### config.mk
export PLATFORM = sky130hd
export DESIGN_NAME = cil_core
export DESIGN_NICKNAME = d
export VERILOG_FILES = /design/src/cil_pkg.sv /design/src/cil_core.sv
export SDC_FILE = /design/constraint.sdc
export NUM_CORES = 1
export LEC_CHECK = 0
export BUFFER_PORTS_ARGS = -buffer_cell sky130_fd_sc_hd__buf_2
export CAP_MARGIN = 20
export CORE_MARGIN = 2
export CORE_UTILIZATION = 28
export DETAILED_ROUTE_END_ITERATION = 8
export GPL_TIMING_DRIVEN = 0
export HOLD_SLACK_MARGIN = 0.05
export SETUP_SLACK_MARGIN = 0.05
export SYNTH_ARGS = -nofsm -noshare
export SYNTH_HDL_FRONTEND = slang
export SYNTH_SLANG_ARGS = --single-unit
export TNS_END_PERCENT = 10
### constraint.sdc
create_clock -name pclk -period 2.4 [get_ports pclk]
set_input_delay 0.12 -clock pclk [delete_from_list [all_inputs] [get_ports pclk]]
set_output_delay 0.12 -clock pclk [all_outputs]
set_load 0.01 [all_outputs]
### src/cil_pkg.sv
// Purpose: Constants and types for the common inversion and line address block
// Assumes: 10 MHz pclk, APB register access, pins sampled asynchronously
// Notes: Frame is 8 header bits, then per line 8 address bits, 320 data
//   bits and 8 dummy bits, all shifted on rising serial clock edges.
// Summary of operation
// - Source select low uses frame polarity flag; high uses polarity clock.
// - Frame source: common electrode follows the received polarity flag.
// - External source, select high: polarity changes on rising edge.
// - External source, select low: polarity also changes on rising edge.
// - Line address is 8 bits, bit 0 least significant, plain binary.
// - Valid lines are 1 to 240; other addresses select no line.
// - Array is 320 columns by 240 rows; each line has 320 bits.
// - Polarity flag ignored while source select is high.
// - Falling serial select clears update mode and clear-all flags.
package cil_pkg;
  localparam logic [31:0] CIL_OFS_CTRL = 32'h0000_0000;
  localparam logic [31:0] CIL_OFS_STATUS = 32'h0000_0004;
  localparam logic [31:0] CIL_OFS_LINES = 32'h0000_0008;
  localparam int CIL_CTRL_EN_BIT = 0;
  localparam logic CIL_CTRL_EN_RST = 1'b1;
  localparam int CIL_ST_UPD_BIT = 0;
  localparam int CIL_ST_POLF_BIT = 1;
  localparam int CIL_ST_CLR_BIT = 2;
  localparam int CIL_ST_SRC_BIT = 3;
  localparam int CIL_ST_IPOL_BIT = 4;
  localparam int CIL_ST_COM_BIT = 5;
  localparam int CIL_ST_AVAL_BIT = 6;
  localparam int CIL_ST_ADDR_LSB = 8;
  localparam logic [8:0] CIL_HDR_BITS = 9'h008;
  localparam logic [8:0] CIL_ADDR_BITS = 9'h008;
  localparam logic [8:0] CIL_LINE_BITS = 9'h140;
  localparam logic [8:0] CIL_DUMMY_BITS = 9'h008;
  localparam logic [7:0] CIL_LINE_FIRST = 8'h01;
  localparam logic [7:0] CIL_LINE_LAST = 8'hF0;
  localparam int CIL_IN_SCS = 0;
  localparam int CIL_IN_SCLK = 1;
  localparam int CIL_IN_SDI = 2;
  localparam int CIL_IN_EXT = 3;
  localparam int CIL_IN_SRC = 4;

  typedef enum logic [2:0] {
    CIL_IDLE = 3'b000,
    CIL_HDR = 3'b001,
    CIL_ADDR = 3'b010,
    CIL_DATA = 3'b011,
    CIL_DUMMY = 3'b100
  } cil_phase_e;

  typedef struct packed {
    logic psel;
    logic penable;
    logic pwrite;
    logic [31:0] paddr;
    logic [31:0] pwdata;
  } cil_apb_req_s;

  typedef struct packed {
    logic pready;
    logic pslverr;
    logic [31:0] prdata;
  } cil_apb_rsp_s;

  typedef struct packed {
    logic [4:0] s1;
    logic [4:0] s2;
    logic sclk_prev;
    logic ext_prev;
    logic scs_prev;
    cil_phase_e phase;
    logic [8:0] cnt;
    logic update_mode_flag;
    logic polarity_flag;
    logic clear_all_flag;
    logic [7:0] addr_shift;
    logic [7:0] line_addr;
    logic addr_valid;
    logic [7:0] lines_done;
    logic internal_polarity_signal;
    logic common_electrode_level;
    logic ctrl_en;
    cil_apb_rsp_s rsp;
  } cil_state_s;

  function automatic logic cil_line_ok(input logic [7:0] a);
    return (a >= CIL_LINE_FIRST) && (a <= CIL_LINE_LAST);
  endfunction : cil_line_ok
endpackage : cil_pkg

### src/cil_core.sv
// Purpose: Common polarity source choice and gate line address capture
// Assumes: Serial and polarity pins asynchronous to pclk; serial clock
//   well below pclk so every edge is seen after synchronising
// Notes: Registers on APB with one wait state per access
//
// Implementation choices: the register offsets and the APB register port.
`timescale 1ns/1ps
`default_nettype none
module cil_core
  import cil_pkg::*;
(
  input wire logic pclk,
  input wire logic presetn,
  input wire logic ce,
  input wire cil_apb_req_s apb_req,
  output cil_apb_rsp_s apb_rsp,
  input wire logic serial_select,
  input wire logic serial_clock,
  input wire logic serial_data,
  input wire logic external_polarity_clock,
  input wire logic inversion_source_select,
  output logic common_electrode_level,
  output logic [7:0] line_address_bits,
  output logic line_address_valid
);
  cil_state_s q;
  cil_state_s d;
  logic sclk_rise;
  logic ext_rise;
  logic scs_fall;
  logic scs_on;
  logic src_ext;
  logic sdi;
  logic line_end;
  logic addr_done;
  logic apb_done;

  assign scs_on = q.s2[CIL_IN_SCS];
  assign src_ext = q.s2[CIL_IN_SRC];
  assign sdi = q.s2[CIL_IN_SDI];
  assign sclk_rise = q.s2[CIL_IN_SCLK] & ~q.sclk_prev & scs_on;
  assign ext_rise = q.s2[CIL_IN_EXT] & ~q.ext_prev;
  assign scs_fall = q.scs_prev & ~scs_on;
  assign addr_done = sclk_rise && (q.phase == CIL_ADDR)
    && (q.cnt == CIL_ADDR_BITS - 9'h001);
  assign line_end = sclk_rise && (q.phase == CIL_DATA)
    && (q.cnt == CIL_LINE_BITS - 9'h001) && q.addr_valid;
  assign apb_done = apb_req.psel & apb_req.penable & q.rsp.pready;

  always_comb begin
    d = q;
    d.s1 = {inversion_source_select, external_polarity_clock, serial_data,
      serial_clock, serial_select};
    d.s2 = q.s1;
    d.sclk_prev = q.s2[CIL_IN_SCLK];
    d.ext_prev = q.s2[CIL_IN_EXT];
    d.scs_prev = scs_on;
    // Frame parsing, one bit per rising serial clock edge
    if (!scs_on) begin
      d.phase = CIL_IDLE;
      d.cnt = 9'h000;
    end else if (q.phase == CIL_IDLE) begin
      d.phase = CIL_HDR;
      d.cnt = 9'h000;
    end
    if (sclk_rise) begin
      d.cnt = q.cnt + 9'h001;
      unique case (q.phase)
        CIL_IDLE, CIL_HDR: begin
          if (q.cnt == 9'h000) begin
            d.update_mode_flag = sdi;
          end
          if (q.cnt == 9'h001) begin
            d.polarity_flag = sdi;
          end
          if (q.cnt == 9'h002) begin
            d.clear_all_flag = sdi;
          end
          if (q.cnt == CIL_HDR_BITS - 9'h001) begin
            d.phase = CIL_ADDR;
            d.cnt = 9'h000;
          end
        end
        CIL_ADDR: begin
          // Bit 0 arrives first, so shift in from the top
          d.addr_shift = {sdi, q.addr_shift[7:1]};
          if (addr_done) begin
            d.line_addr = {sdi, q.addr_shift[7:1]};
            d.addr_valid = cil_line_ok(d.line_addr);
            d.phase = CIL_DATA;
            d.cnt = 9'h000;
          end
        end
        CIL_DATA: begin
          // Pixel bits are counted only; storage lives in the pixel array
          if (q.cnt == CIL_LINE_BITS - 9'h001) begin
            d.phase = CIL_DUMMY;
            d.cnt = 9'h000;
          end
        end
        CIL_DUMMY: begin
          if (q.cnt == CIL_DUMMY_BITS - 9'h001) begin
            d.phase = CIL_ADDR;
            d.cnt = 9'h000;
          end
        end
        default: begin
          d.phase = CIL_IDLE;
        end
      endcase
    end
    if (line_end) begin
      d.lines_done = q.lines_done + 8'h01;
    end
    if (scs_fall) begin
      d.update_mode_flag = 1'b0;
      d.clear_all_flag = 1'b0;
    end
    // External clock acts in both select states alike
    if (src_ext && ext_rise) begin
      d.internal_polarity_signal = ~q.internal_polarity_signal;
    end
    // Flag is ignored while the external source is chosen
    if (!q.ctrl_en) begin
      d.common_electrode_level = 1'b0;
    end else if (src_ext) begin
      d.common_electrode_level = q.internal_polarity_signal;
    end else begin
      d.common_electrode_level = q.polarity_flag;
    end
    // APB slave: one wait state, pready pulses for one cycle
    d.rsp.pready = apb_req.psel & apb_req.penable & ~q.rsp.pready;
    d.rsp.pslverr = 1'b0;
    if (apb_req.psel && apb_req.penable && !q.rsp.pready) begin
      d.rsp.prdata = 32'h0000_0000;
      unique case (apb_req.paddr)
        CIL_OFS_CTRL: begin
          d.rsp.prdata[CIL_CTRL_EN_BIT] = q.ctrl_en;
        end
        CIL_OFS_STATUS: begin
          d.rsp.prdata[CIL_ST_UPD_BIT] = q.update_mode_flag;
          d.rsp.prdata[CIL_ST_POLF_BIT] = q.polarity_flag;
          d.rsp.prdata[CIL_ST_CLR_BIT] = q.clear_all_flag;
          d.rsp.prdata[CIL_ST_SRC_BIT] = src_ext;
          d.rsp.prdata[CIL_ST_IPOL_BIT] = q.internal_polarity_signal;
          d.rsp.prdata[CIL_ST_COM_BIT] = q.common_electrode_level;
          d.rsp.prdata[CIL_ST_AVAL_BIT] = q.addr_valid;
          d.rsp.prdata[CIL_ST_ADDR_LSB +: 8] = q.line_addr;
        end
        CIL_OFS_LINES: begin
          d.rsp.prdata[7:0] = q.lines_done;
        end
        default: begin
          d.rsp.pslverr = 1'b1;
        end
      endcase
    end
    // Writes land only at the completing edge
    if (apb_done && apb_req.pwrite) begin
      if (apb_req.paddr == CIL_OFS_CTRL) begin
        d.ctrl_en = apb_req.pwdata[CIL_CTRL_EN_BIT];
      end else if (apb_req.paddr == CIL_OFS_LINES) begin
        d.lines_done = line_end ? 8'h01 : 8'h00;
      end
    end
  end

  always_ff @(posedge pclk or negedge presetn) begin
    if (!presetn) begin
      q <= '0;
      q.ctrl_en <= CIL_CTRL_EN_RST;
    end else if (ce) begin
      q <= d;
    end
  end

  assign apb_rsp = q.rsp;
  assign common_electrode_level = q.common_electrode_level;
  assign line_address_bits = q.line_addr;
  assign line_address_valid = q.addr_valid;
endmodule : cil_core
`default_nettype wire

* Word-level counts from Yosys, hierarchy flattened
Cells that the tools add are included.
** Cells by class
- Add/subtract/negate cells :: 2
- Order comparisons :: 2
- Equal/unequal tests :: 11
- Mux-type cells :: 29
- Bitwise operators :: 12
- Reductions and logical operators :: 30
** Operators with widths (count)
- 12-bit 2-to-1 mux :: 5
- 8-bit 2-to-1 mux :: 5
- 33-bit 2-to-1 mux :: 1
- 32-bit by 3-bit equality test with 1-bit output (second input constant) :: 1
- 32-bit by 4-bit equality test with 1-bit output (second input constant) :: 1
- 32-bit logical NOT :: 1
- 32-bit 2-to-1 mux :: 1
- 9-bit one-hot mux with 3 select lines :: 1
- 17-bit 2-to-1 mux :: 1
- 4-bit AND reduction :: 4
- 6-bit one-hot mux with 2 select lines :: 1
- 1-bit logical AND :: 10
- 1-bit 2-to-1 mux :: 10
- 9-bit by 1-bit adder with 9-bit output (second input constant) :: 1
- 9-bit by 1-bit equality test with 1-bit output (second input constant) :: 1
- 9-bit by 2-bit equality test with 1-bit output (second input constant) :: 1
- 9-bit by 3-bit equality test with 1-bit output (second input constant) :: 1
- 9-bit equality test (second input constant) :: 1
- 9-bit logical NOT :: 1
- 9-bit 2-to-1 mux :: 1
- 3-bit one-hot mux with 3 select lines :: 1
- 8-bit by 1-bit adder with 8-bit output (second input constant) :: 1
- 8-bit by 1-bit greater-or-equal comparator with 1-bit output (second input constant) :: 1
- 8-bit less-or-equal comparator (second input constant) :: 1
- 15 further kinds :: 33
** Storage, ports and cells
- Flip-flop bits (word level) :: 74
- Input port bits :: 75

* Depth between registers and ports, before layout
- Depth after elaboration :: 10
- Gate-level depth with buffers :: 7
- Depth with buffers taken out :: 6

* Least setup slack after synthesis
OpenSTA, ideal clock, no wires.
- Path kind :: reg-to-reg
- From :: register q[65] (netlist bit)
- To :: register q[68] (netlist bit)
- Library setup time :: 0.069 ns
- Arrival time :: 1.907 ns
- Data required time :: 2.331 ns
- Setup slack :: 0.424 ns
- Cell stages (with the launch flop) :: 8
- Clock period less this slack :: 1.976 ns
- Path through :: dfrtp_1 > ha_1 > nor4bb_1 > a41o_1 > or3_1 > buf_2 > or3_1 > nand3_1
** On the way
- Cells in the longest elaborated chain, start to end :: 5
- Elaborated cells on any way between the ends :: 9
** Ends and longest elaborated chain
- from (decl) :: line cil_core.sv:26 : cil_state_s q;
- parallel branches: the longest is 3 deep, another holds 9-bit by 1-bit adder with 9-bit output
- 9-bit one-hot mux with 3 select lines (*) :: line cil_core.sv:68 : unique case (q.phase)
- 32-bit 2-to-1 mux (*) :: line cil_core.sv:66 : if (sclk_rise) begin
Mark *: on every way between the ends. The select of a mux whose other input is x is not followed.
A chain may end at the register's enable or synchronous reset.

* Worst setup path after layout
- From :: register q[65] (netlist bit)
- To :: register q[70] (netlist bit)
The elaborated chain is that of the path after synthesis.

==> flow_summary.toml <==
[routing]
drc = 0
post_drt_wl_per_cell_um = 13.2
vias_per_cell = 4.62
firstDrtPassIters = 5
vias = 2937
routed_wl_mm = 8.40
drt_iter0_drc = 97
drtAntennaViolNets = 0

[floorplanning]
die_y_um = 121
boundaryPins = 119
coreArea_um2 = 13300
die-area_um2 = 14600
dieWidth_um = 121
placementRows = 42
start_util = 0.288

[synthesis]
synthMuxAreaShare = 0.0960
syn-instance-count = 352
syn_area_um2 = 3830
synth-seq-area-share = 0.477
synthArstFlopShare = 1.00
syn_area_per_cell_um2 = 10.9
synth_compound_area_frac = 0.102
yosys.area_share.xor_xnor = 0.0228
yosys.area_share.adder = 0.0163
synth.yosys.warnings = 0
synth_edf_count = 0
yosys.area_share.simple = 0.175
synthFlopType = "dfrtp_1"
synth_cell_types = 55
synth_top_family_by_area = "simple AND/OR/NAND/NOR gates"
ys_ff_latch = 73

[critical_path]
critPathArrivalTime_ns = 2.41
crit_start = "q[65]"
crit_slowest_cell = "dfrtp_1"
cp.depth = 7
worstSetupStartpointType = "register"
endpoint_kind = "register"
reg2reg_to = "q[70]"
reg2reg_setup_slack_ns = 0.26
critPathMaxStageDelay_ns = 0.43
reg2reg_depth = 7
worst-path-buf-inv = 1
reg2reg_from = "q[65]"
critPathTopFamily = "simple AND/OR/NAND/NOR gates"
crit_path_end = "q[70]"
path_class = "register to register"
critical_path_required_ns = 2.67
crit_chain = "ha_1 -> nor4bb_1 -> a41o_1 -> or3_1 -> buf_2 -> or3_1 -> nand3_1"
crit_path_frequent_cell = "or3_1"
crit_path_max_fanout = 9

[timing]
relSlewSlack = 0.462
finalHoldViolations = 0
min_period_ns = 2.14
rsz0062_at_grt = "true"
setup-violations-final = 0
clock.fmax_mhz = 468
fin_setup_tns_ns = 0
tightest_slew_ns = 0.801
finalClockSkew_ns = 0.00865
period_share = 0.891
slew_viol_final = 0

[cts]
clock-root-buffer = "clkbuf_16"
cts_sinks = 73
numCtsBuffers = 9
cts_max_level = 3
clock_path_buffers = 2
clkLatencyLatePin_ns = 0.34
clkTransAtPathRegs_ns = 0.06
cts_tree = "done"

[cells_and_area]
drive_gt1_frac = 0.398
final_cell_mix = "buf_2 (72), dfrtp_1 (72), buf_4 (46)"
postLayoutCoreUtil = 0.365
nNetsFinal = 536
areaGrowthSynthToFinish_pct = 26.6
diodes = 0
fill_cells = 1336

[global_routing]
grt_pass1_vias = 2765
grt_usage = 0.116
antenna_found_initial = 0
grt_pass1_wl_mm = 13.3
grt.overflow.total = 0
grt_max_degree = 66

[status]
outcome = "finished, final reports clean"

[place]
hpwl_mm = 6.21
place_congestion = 0.844
portBuffers = 70

[power_and_ir_drop]
leakage_nw = 2.38
peakVddDrop_mv = 0.361
powerDensity_nw_per_um2 = 597

[run]
drv_cap = 0

[hold_path]
holdCritPathClass = "input pin to register"
stage by stage:
stage / power, mW / cell area [um2] / instances / hold WS [ns] / worst slack [ns]
finish: 2.90 / 4850 / 636 / 0.142 / 0.262
global route: 3.00 / 4850 / 636 / 0.152 / 0.0432
CTS: 2.93 / 4850 / 636 / 0.137 / 0.259
detailed placement: 1.61 / 4490 / 614 / -0.0357 / 0.278
global placement: 1.60 / 4460 / 613 / 0.353 / 0.271
floorplan: 1.49 / 3890 / 367 / -0.176 / 0.424
routing by layer:
layer  vias to the layer above  GRT usage  part of all wire  routed length (um)
met1                      1410      0.133              0.42                3570
met3                        16     0.0277             0.061                 510
met2                        92      0.197              0.49                4120
li1                       1419          -                 -                   -
met4                         0     0.0640             0.025                 206
met5                         -          0                 0                   0
where the power goes:
part           total (mW)  leakage, nW  internal, mW  switching, mW
Sequential           1.33        0.977          1.28         0.0501
Combinational       0.263         1.27         0.129          0.134
Clock                1.30        0.137         0.792          0.510
Total                2.90         2.38          2.20          0.694
layout make-up:
class                   count  area, um2  share of cell area
plain buffers              54        390              0.0805
repair buffers             78        450              0.0928
inverters                   9       33.8             0.00696
multi-input cells         231       1640               0.339
well taps                 176        220              0.0454
flip-flops and latches     73       1830               0.377
clock buffers               9        225              0.0464
clock inverters             6       60.1              0.0124
sequential cells by signal, indices dropped and copies added (netlist names):
register	count
d	8
line_address_valid	1
common_electrode_level	1
apb_rsp	18
q	37
line_address_bits	8
tightest hold or removal path, delay by kind of cell:
| kind | cells | cell delay [ns] |
|---|---|---|
| buffers and inverters | 1 | 0.14 |
| AO/OA/AOI/OAI | 2 | 0.19 |
worst min-delay path by stage:
| stage | startpoint | end | cells after the start |
|---|---|---|---|
| 2_1_floorplan | presetn | apb_rsp[0] | 0 |
| 3_3_place_gp | inversion_source_select | d[84] | 2 |
| 3_5_place_dp | presetn | d[82] | 1 |
| 4_1_cts | presetn | d[82] | 2 |
| 5_1_grt | presetn | d[82] | 2 |
| 6_report | apb_req[34] | apb_rsp[32] | 3 |
logic make-up (layout without fill, tap and decap cells):
family,count (synthesis),count (layout)
buffers and inverters,63,156
adders and majority gates,5,5
other,1,16
muxes,33,33
and+or+nand+nor,115,115
AOI/OAI and AO/OA,52,52
DFF,73,73
xor gates and xnor gates,10,10
Yosys cell counts, types with 4 or more instances:
master	number	area (um2)
dfrtp_1	72	1800
buf_4	45	338
mux2_2	30	338
nand2_1	23	86.3
o21ai_0	17	85.1
nor2_1	16	60.1
nor4_1	13	81.3
nand3_1	11	55.1
inv_1	9	33.8
a22o_1	8	70.1
nand4_1	7	43.8
a21oi_1	6	30.0
a221o_2	6	67.6
and2_0	6	37.5
nor3_1	6	30.0
xor2_1	6	52.6
ha_1	5	62.6
nand2b_1	4	25.0
xnor2_1	4	35.0
repair_timing:
| action | CTS | global route |
|---|---|---|
| hold buffers | 7 | 0 |
| resized for setup | 0 | 1 |
| buffers inserted | 0 | 0 |
| endpoints found under the hold margin | 78 | 0 |
| setup endpoints to repair | 0 | 4 |
(Power assumes the default switching activity.)
